`src/logic/umcs_params.svh`:
```
`ifndef UMCS_PARAMS_SVH
`define UMCS_PARAMS_SVH

// modem control bit positions
`define UMCS_MCTL_DTR_BIT 0
`define UMCS_MCTL_RTS_BIT 1
`define UMCS_MCTL_LOOP_BIT 4
// interrupt enable bit for modem status events
`define UMCS_IER_MSI_BIT 3
// modem status bit positions
`define UMCS_MSTAT_DCTS_BIT 0
`define UMCS_MSTAT_TERI_BIT 2
`define UMCS_MSTAT_CTS_BIT 4
`define UMCS_MSTAT_RI_BIT 6

// reset values
`define UMCS_MCTL_RESET 8'h00
`define UMCS_IER_RESET 8'h00
`define UMCS_MSTAT_RESET 8'h00
`define UMCS_PIN_IDLE 1'b1

// index port address bytes chosen by the straps
`define UMCS_ADDR_LOW_0 8'h2E
`define UMCS_ADDR_LOW_1 8'h4E
`define UMCS_ADDR_HIGH_0 8'h00
`define UMCS_ADDR_HIGH_1 8'h16

// pin input synchroniser depth
`define UMCS_SYNC_STAGES 3

`endif

```
`src/logic/umcs_pkg.sv`:
```
package umcs_pkg;

  typedef enum logic [0:0] {
    UMCS_STRAP_WAIT = 1'b0,
    UMCS_STRAP_DONE = 1'b1
  } umcs_strap_state_t;

  typedef struct packed {
    logic base_high_select;
    logic base_low_select;
  } umcs_straps_t;

endpackage : umcs_pkg

```
`src/logic/umcs_pin_bus_if.sv`:
```
`timescale 1ns/1ps
interface umcs_pin_bus_if #(parameter int WIDTH = 4);
  logic [WIDTH-1:0] raw;
  logic [WIDTH-1:0] clean;
  logic settled;

  modport sync_side(input raw, output clean, output settled);
  modport user_side(output raw, input clean, input settled);
endinterface : umcs_pin_bus_if

```
`src/logic/umcs_pin_sync.sv`:
```
`timescale 1ns/1ps
`include "umcs_params.svh"
module umcs_pin_sync #(
  parameter int WIDTH = 4
) (
  input wire logic clk,
  input wire logic reset,
  umcs_pin_bus_if.sync_side pins
);

  generate
    if (WIDTH < 1) begin : g_bad_width
      $error("umcs_pin_sync needs at least one pin");
    end
  endgenerate

  // stages carry no reset so they track the pins while reset is held
  logic [WIDTH-1:0] stage1_reg;
  logic [WIDTH-1:0] stage2_reg;
  logic [WIDTH-1:0] stage3_reg;
  logic [WIDTH-1:0] clean_reg;
  logic settled_reg;
  wire [WIDTH-1:0] agree = ~(stage2_reg ^ stage3_reg);

  always_ff @(posedge clk) begin
    stage1_reg <= pins.raw;
    stage2_reg <= stage1_reg;
    stage3_reg <= stage2_reg;
  end

  // a level counts only once the second and third stages agree
  genvar i;
  generate
    for (i = 0; i < WIDTH; i++) begin : g_bit
      always_ff @(posedge clk or posedge reset) begin
        if (reset) begin
          clean_reg[i] <= `UMCS_PIN_IDLE;
        end else if (agree[i]) begin
          clean_reg[i] <= stage3_reg[i];
        end
      end
    end
  endgenerate

  always_ff @(posedge clk or posedge reset) begin
    if (reset) begin
      settled_reg <= 1'b0;
    end else if (&agree) begin
      settled_reg <= 1'b1;
    end
  end

  assign pins.clean = clean_reg;
  assign pins.settled = settled_reg;

endmodule : umcs_pin_sync

```
`src/logic/umcs_modem_ctrl.sv`:
```
// How it works
// - modem control bit 1 drives request_to_send_n low unless loop bit 4 is set
// - modem control bit 0 drives terminal_ready_n low unless loop bit 4 is set
// - reset leaves both handshake outputs high
// - request_to_send_n strap picks low byte 2E/4E
// - terminal_ready_n strap picks high byte 00/16
// - status bit 4 shows inverted clear_to_send_n
// - status bit 0 flags clear_to_send_n rising
// - enabled interrupt on any cts or ring change
// - clear_to_send_n never stalls the transmitter
// - status bit 6 shows inverted ring_indicator_n
// - status bit 2 flags ring_indicator_n rising
`timescale 1ns/1ps
`include "umcs_params.svh"
module umcs_modem_ctrl (
  input wire logic clk,
  input wire logic reset,
  input wire logic modem_control_wr,
  input wire logic [7:0] modem_control_wdata,
  output logic [7:0] modem_control_reg,
  input wire logic interrupt_enable_wr,
  input wire logic [7:0] interrupt_enable_wdata,
  output logic [7:0] interrupt_enable_reg,
  input wire logic modem_status_rd,
  output logic [7:0] modem_status_reg,
  output logic serial_port_irq,
  input wire logic serial_tx_bit,
  output logic serial_tx_out,
  input wire logic request_to_send_n_in,
  output logic request_to_send_n_out,
  output logic request_to_send_n_oe_n,
  input wire logic terminal_ready_n_in,
  output logic terminal_ready_n_out,
  output logic terminal_ready_n_oe_n,
  input wire logic clear_to_send_n,
  input wire logic ring_indicator_n,
  output logic base_low_select,
  output logic base_high_select,
  output logic [15:0] index_port_addr,
  output logic straps_valid
);

  localparam int PIN_CTS = 0;
  localparam int PIN_RI = 1;
  localparam int PIN_RTS = 2;
  localparam int PIN_DTR = 3;

  umcs_pin_bus_if #(.WIDTH(4)) pin_bus ();

  assign pin_bus.raw = {terminal_ready_n_in, request_to_send_n_in,
                        ring_indicator_n, clear_to_send_n};

  umcs_pin_sync #(.WIDTH(4)) u_pin_sync (
    .clk(clk),
    .reset(reset),
    .pins(pin_bus)
  );

  wire cts_n_clean = pin_bus.clean[PIN_CTS];
  wire ri_n_clean = pin_bus.clean[PIN_RI];
  wire inputs_settled = pin_bus.settled;

  // strap capture after reset release
  umcs_pkg::umcs_strap_state_t strap_state_reg;
  umcs_pkg::umcs_strap_state_t strap_state_next;
  umcs_pkg::umcs_straps_t straps_reg;
  umcs_pkg::umcs_straps_t straps_next;

  // pins stay released until the straps are read, so the board resistors set them
  always_comb begin
    strap_state_next = strap_state_reg;
    straps_next = straps_reg;
    unique case (strap_state_reg)
      umcs_pkg::UMCS_STRAP_WAIT: begin
        if (inputs_settled) begin
          straps_next.base_low_select = pin_bus.clean[PIN_RTS];
          straps_next.base_high_select = pin_bus.clean[PIN_DTR];
          strap_state_next = umcs_pkg::UMCS_STRAP_DONE;
        end
      end
      umcs_pkg::UMCS_STRAP_DONE: begin
        strap_state_next = umcs_pkg::UMCS_STRAP_DONE;
      end
    endcase
  end

  always_ff @(posedge clk or posedge reset) begin
    if (reset) begin
      strap_state_reg <= umcs_pkg::UMCS_STRAP_WAIT;
      straps_reg <= '0;
    end else begin
      strap_state_reg <= strap_state_next;
      straps_reg <= straps_next;
    end
  end

  wire strap_done = (strap_state_reg == umcs_pkg::UMCS_STRAP_DONE);

  assign base_low_select = straps_reg.base_low_select;
  assign base_high_select = straps_reg.base_high_select;
  assign straps_valid = strap_done;
  assign index_port_addr = {
    straps_reg.base_high_select ? `UMCS_ADDR_HIGH_1 : `UMCS_ADDR_HIGH_0,
    straps_reg.base_low_select ? `UMCS_ADDR_LOW_1 : `UMCS_ADDR_LOW_0
  };

  // control registers
  logic [7:0] mctl_next;
  logic [7:0] ier_next;
  assign mctl_next = modem_control_wr ? modem_control_wdata : modem_control_reg;
  assign ier_next = interrupt_enable_wr ? interrupt_enable_wdata : interrupt_enable_reg;

  always_ff @(posedge clk or posedge reset) begin
    if (reset) begin
      modem_control_reg <= `UMCS_MCTL_RESET;
      interrupt_enable_reg <= `UMCS_IER_RESET;
    end else begin
      modem_control_reg <= mctl_next;
      interrupt_enable_reg <= ier_next;
    end
  end

  // one decode serves both handshake pins
  function automatic logic drive_level_n(input logic ctrl_bit, input logic loop_on);
    drive_level_n = ~(ctrl_bit & ~loop_on);
  endfunction : drive_level_n

  // handshake outputs
  wire loop_mode = modem_control_reg[`UMCS_MCTL_LOOP_BIT];
  wire rts_n_next = drive_level_n(modem_control_reg[`UMCS_MCTL_RTS_BIT], loop_mode);
  wire dtr_n_next = drive_level_n(modem_control_reg[`UMCS_MCTL_DTR_BIT], loop_mode);

  always_ff @(posedge clk or posedge reset) begin
    if (reset) begin
      request_to_send_n_out <= `UMCS_PIN_IDLE;
      terminal_ready_n_out <= `UMCS_PIN_IDLE;
      request_to_send_n_oe_n <= 1'b1;
      terminal_ready_n_oe_n <= 1'b1;
    end else begin
      request_to_send_n_out <= strap_done ? rts_n_next : `UMCS_PIN_IDLE;
      terminal_ready_n_out <= strap_done ? dtr_n_next : `UMCS_PIN_IDLE;
      request_to_send_n_oe_n <= ~strap_done;
      terminal_ready_n_oe_n <= ~strap_done;
    end
  end

  // transmit path has no term from clear_to_send_n on purpose
  always_ff @(posedge clk or posedge reset) begin
    if (reset) begin
      serial_tx_out <= `UMCS_PIN_IDLE;
    end else begin
      serial_tx_out <= serial_tx_bit;
    end
  end

  // modem status
  logic cts_n_prev_reg;
  logic ri_n_prev_reg;
  logic change_pending_reg;

  // strap_done rises one edge after settled, so the first settled levels reach
  // the previous-level flops before any edge is judged: no false change after reset
  wire cts_rise = strap_done & cts_n_clean & ~cts_n_prev_reg;
  wire ri_rise = strap_done & ri_n_clean & ~ri_n_prev_reg;
  wire any_change = strap_done &
                    ((cts_n_clean ^ cts_n_prev_reg) | (ri_n_clean ^ ri_n_prev_reg));

  logic [7:0] mstat_next;
  logic change_pending_next;

  // a new edge in the read cycle survives the clear
  always_comb begin
    mstat_next = `UMCS_MSTAT_RESET;
    mstat_next[`UMCS_MSTAT_CTS_BIT] = ~cts_n_clean;
    mstat_next[`UMCS_MSTAT_RI_BIT] = ~ri_n_clean;
    mstat_next[`UMCS_MSTAT_DCTS_BIT] = cts_rise |
      (modem_status_reg[`UMCS_MSTAT_DCTS_BIT] & ~modem_status_rd);
    mstat_next[`UMCS_MSTAT_TERI_BIT] = ri_rise |
      (modem_status_reg[`UMCS_MSTAT_TERI_BIT] & ~modem_status_rd);
    change_pending_next = any_change | (change_pending_reg & ~modem_status_rd);
  end

  always_ff @(posedge clk or posedge reset) begin
    if (reset) begin
      cts_n_prev_reg <= `UMCS_PIN_IDLE;
      ri_n_prev_reg <= `UMCS_PIN_IDLE;
      modem_status_reg <= `UMCS_MSTAT_RESET;
      change_pending_reg <= 1'b0;
      serial_port_irq <= 1'b0;
    end else begin
      cts_n_prev_reg <= cts_n_clean;
      ri_n_prev_reg <= ri_n_clean;
      modem_status_reg <= mstat_next;
      change_pending_reg <= change_pending_next;
      serial_port_irq <= ier_next[`UMCS_IER_MSI_BIT] & change_pending_next;
    end
  end

endmodule : umcs_modem_ctrl

```
`config.mk`:
```
export PLATFORM = sky130hd
export DESIGN_NAME = umcs_modem_ctrl
export DESIGN_NICKNAME = d
export VERILOG_FILES = /design/src/logic/umcs_pkg.sv /design/src/logic/umcs_pin_bus_if.sv /design/src/logic/umcs_pin_sync.sv /design/src/logic/umcs_modem_ctrl.sv
export VERILOG_INCLUDE_DIRS = /design/src /design/src/logic
export SDC_FILE = /design/constraint.sdc
export NUM_CORES = 1
export LEC_CHECK = 0
export ABC_AREA = 1
export CAP_MARGIN = 20
export CORE_MARGIN = 5
export CORE_UTILIZATION = 60
export DETAILED_ROUTE_END_ITERATION = 6
export DONT_BUFFER_PORTS = 1
export PLACE_DENSITY = 0.82
export SYNTH_ARGS = -nofsm -noshare
export SYNTH_HDL_FRONTEND = slang
export SYNTH_SLANG_ARGS = --single-unit
export TNS_END_PERCENT = 100
```
`constraint.sdc`:
```
create_clock -name clk -period 1.2 [get_ports clk]
set_clock_uncertainty 0.1 [all_clocks]
set_input_delay 0.18 -clock clk [delete_from_list [all_inputs] [get_ports clk]]
set_output_delay 0.18 -clock clk [all_outputs]
set_load 0.02 [all_outputs]
```
Yosys cells after proc, flatten, opt, wreduce, memory -nomap -nowiden
Index checks and enable logic that the tools add are counted.
Widths: inputs -> output; s select.
- multiplexer cells: 7
- bitwise logic cells: 28
- reductions and logical operators: 2
- operators with widths (cell ; number):
    $and 1x1->1 ; 11
    $not 1->1 ; 9
    $mux 7 ; 1
    $mux 5 ; 1
    $mux 4 ; 1
    $not 4->4 ; 1
    $or 1x1->1 ; 4
    $reduce_and 4->1 ; 1
    $xor 4x4->4 ; 1
    $mux 1 ; 3
    $pmux 1 s2 ; 1
    $reduce_and 2->1 ; 1
    $xor 1x1->1 ; 2
- register bits after elaboration: 48
- input port bits: 26
- output and inout port bits: 49
- logic and storage cells: 60

Longest topological paths before layout
- word-level depth: 5
- depth in mapped cells: 6
- depth with buffers taken out: 6

Modules after synthesis
From an unflattened synthesis, not the netlist that was laid out.
- cells, all modules: 153
- area total of the unflattened synthesis: 1781.7 um^2
- modules (own cells, without submodules) (module ; times used ; cells an instance ; area an instance (um^2) ; seq. area each (um^2)):
    umcs_modem_ctrl ; 1 ; 102 ; 1276.2 ; 783.3
    umcs_pin_sync ; 1 ; 51 ; 505.5 ; 370.4

Worst setup path after synthesis
No wires, ideal clock.
- path kind: flip-flop to flip-flop
- start point: register u_pin_sync.clean_reg[0], in the netlist u_pin_sync.pins.clean[0]
- end point: register serial_port_irq
- library setup time: 0.073 ns
- arrival time: 0.872 ns
- data required time: 1.027 ns
- slack: 0.155 ns
- cell stages (with the launch flop): 7
- path buffers: 0
- clock period less this slack: 1.045 ns
- cell sequence: dfstp_2 > inv_2 > nand2_2 > nand2_1 > nand2_1 > nand2_2 > a21oi_2
- cells in the longest elaborated chain, start to end: 5
- RTL lines (item ; line ; text):
    start: declaration ; umcs_pin_sync.sv:21 ; logic [WIDTH-1:0] clean_reg;
    start signal: indexed assignment ; umcs_pin_sync.sv:37 ; clean_reg[i] <= `UMCS_PIN_IDLE;
    start signal: indexed assignment ; umcs_pin_sync.sv:39 ; clean_reg[i] <= stage3_reg[i];
    $xor 1x1->1 ; umcs_modem_ctrl.sv:166 ; ((cts_n_clean ^ cts_n_prev_reg) | (ri_n_clean ^ ri_n_prev_reg));
    $or 1x1->1 ; umcs_modem_ctrl.sv:166 ;
    $and 1x1->1 ; umcs_modem_ctrl.sv:165 ; wire any_change = strap_done &
    $or 1x1->1 ; umcs_modem_ctrl.sv:180 ; change_pending_next = any_change | (change_pending_reg & ~modem_status_rd);
    $and 1x1->1 ; umcs_modem_ctrl.sv:195 ; serial_port_irq <= ier_next[`UMCS_IER_MSI_BIT] & change_pending_next;
    end signal: assignment ; umcs_modem_ctrl.sv:195 ;
    end: declaration ; umcs_modem_ctrl.sv:26 ; output logic serial_port_irq,
No other way between the ends.
A chain may end at the register's enable or synchronous reset.

==> impl_metrics.ini <==
[status]
status = finished with violations
failed_checks = setup timing

[global_route]
grt_pass1_vias = 1109
overflow = 0
grt_use_total_pct = 18.3
antenna_found_initial = 0
grt_pass1_wl_um = 5690
grt_max_degree = 27

[timing]
finalHoldViolations = 0
fin_crit_sh_pct = 110
setup_ws_ps = -123
finalCriticalPeriod_ps = 1320
maxSlewViolCount = 0
rsz0062_at_grt = true
timing.hold.ws_ps = 174
finalSetupViolations = 13
worstMarginPinSlew_ps = 523
maxSlewHeadroom_pct = 65.1
setup_tns_ps = -594
fmax_mhz = 756

[clock_network]
clkSinkCount = 48
cts_buffer_depth = 2
clock_latency_ps = 360
path_clk_slew_ps = 140
root_buffer = clkbuf_4
cts_made_buffers = 5
cts_tree = yes
cts_max_level = 2

[logic_synthesis]
syn_area_mm2 = 0.00178
synthCells = 140
yosys_warnings = 0
yosysTopAreaCellShare_pct = 36.5
syn_area_per_cell_um2 = 12.7
ys_types = 22
synth.largest_area_cell = dfrtp_1
ys_seq_elements = 48
yosysSeqAreaShare_pct = 64.7
synthTopCellsByArea = dfrtp_1 37%, dfstp_2 15%, dfxtp_1 13%, buf_4 8.4%, mux2_4 5.9%

[power_and_ir_drop]
total_power_mw = 3.01
leakage_nw = 0.986
power.density_mw_per_mm2 = 1460
p_switching_uw = 846
max-vdd-ir-drop_mv = 0.996
switching_share_pct = 28.1
intPower_mw = 2.16
combPwrFrac_pct = 11.0
power.share.sequential_pct = 65.6
clockPowerShare_pct = 23.4

[placement]
place_congestion = 0.701
dp_cells = 167
dpl_worst_slack_ps = 112
portBuffers = 0
dpl_cell_area_mm2 = 0.00173
hpwl_um = 2100

[die]
pin_count = 75
die_x_um = 64.5
dieArea_mm2 = 0.00416
num_rows = 19
core_area_mm2 = 0.00281
die_y_um = 64.5
start_util_pct = 63.5

[setup_path]
start_kind = flop
critPathRequiredTime_ps = 920
r2r_cells = 6
crit_type = reg2out
cp-end-kind = output pin
critPathMaxFanout = 2
worstPathArrival_ps = 1040
r2r-end = serial_port_irq
r2r-start = u_pin_sync.pins.clean[0]
cp_num_cells = 0
r2r_slack_ps = 80

[cells_and_area]
final_cell_area_mm2 = 0.00206
fin_cells = 201
nets = 195
drive_gt1_share_pct = 25.9
final_util_pct = 73.4
areaGrowthSynthToFinish_pct = 15.5
n_antenna_cell = 0

[detailed_routing]
num_vias = 1015
wl_um = 3410
drtPass1Iterations = 4
drt_iter0_markers = 39
wl_per_cell_um = 17.0
drc = 0
routed_via_density = 5.05
antenna_left = 0

[run]
cap_viol_max_count = 0

[hold_path]
min_path_type = in2async
cells by family after synthesis:
| family | share of synthesized area (%) |
|---|---|
| buf+inv | 12.6 |
| mux | 10.3 |
| flops | 64.7 |
| xor+xnor | 1.97 |
| simple gates | 5.90 |
| other cells | 0.422 |
| compound gates | 4.00 |
cell usage in the layout (no fill, tap or decap):
cell type / count
a21oi_2: 1
nand3_1: 3
dfrtp_1: 26
a32o_1: 1
o31ai_2: 1
a21oi_1: 2
o21ai_1: 3
nand2_1: 15
inv_1: 11
o21ai_0: 3
xnor2_1: 3
dfxtp_1: 12
mux2_2: 7
clkbuf_1: 2
nand2_2: 3
buf_4: 3
mux2_4: 7
nor2_1: 4
buf_6: 3
xor2_1: 1
dlygate4sd3_1: 23
dfstp_2: 10
inv_2: 3
clkinv_2: 1
conb_1: 15
clkbuf_4: 5
dlymetal6s4s_1: 2
repair_timing:
action / in CTS / in global routing
cloned: 0 / 0
setup endpoints to repair: 13 / 28
hold buffers: 25 / 0
resized for setup: 4 / 2
endpoints found under the hold margin: 61 / 0
setup buffers: 1 / 0
cells in the mapped netlist (all sizes together):
cell	count
a21oi	3
a32o	1
buf	22
conb	2
dfrtp	26
dfstp	10
dfxtp	12
inv	14
mux2	14
nand2	18
nand3	3
nor2	4
o21ai	6
o31ai	1
xnor2	3
xor2	1
how the worst max path moves through the flow:
stage / start / to / slack, ps
after floorplan: reset / base_high_select / 130
after global placement: u_pin_sync.pins.clean[0] / serial_port_irq / 140
after detailed placement: u_pin_sync.pins.clean[0] / serial_port_irq / 110
after CTS: terminal_ready_n_oe_n / request_to_send_n_oe_n / -120
after global routing: terminal_ready_n_oe_n / request_to_send_n_oe_n / -170
final: terminal_ready_n_oe_n / request_to_send_n_oe_n / -120
layer usage:
layer	vias to the layer above	part of all wire (%)	GRT usage, %
met1	492	36	20.2
met2	50	52	30.8
met4	0	3.4	11.1
li1	461	-	-
met3	12	8.0	5.87
met5	-	0	0
layout make-up:
cell class / instances / area (um2)
inverter: 14 / 52.6
multi-input combinational: 69 / 452
fill: 180 / 747
sequential: 48 / 1150
clock inverter: 1 / 5.00
timing repair buffer: 31 / 312
tap: 31 / 38.8
clock buffer: 7 / 45.0
power groups by stage:
stage          Sequential, mW  Clock [mW]  Combinational (mW)
2_1_floorplan            1.97           0               0.265
3_3_place_gp             1.99           0               0.234
3_5_place_dp             2.00           0               0.246
4_1_cts                  1.97       0.709               0.323
5_1_grt                  1.99       0.810               0.367
6_report                 1.97       0.702               0.332
No activity file was read; power rests on OpenSTA's default activity.
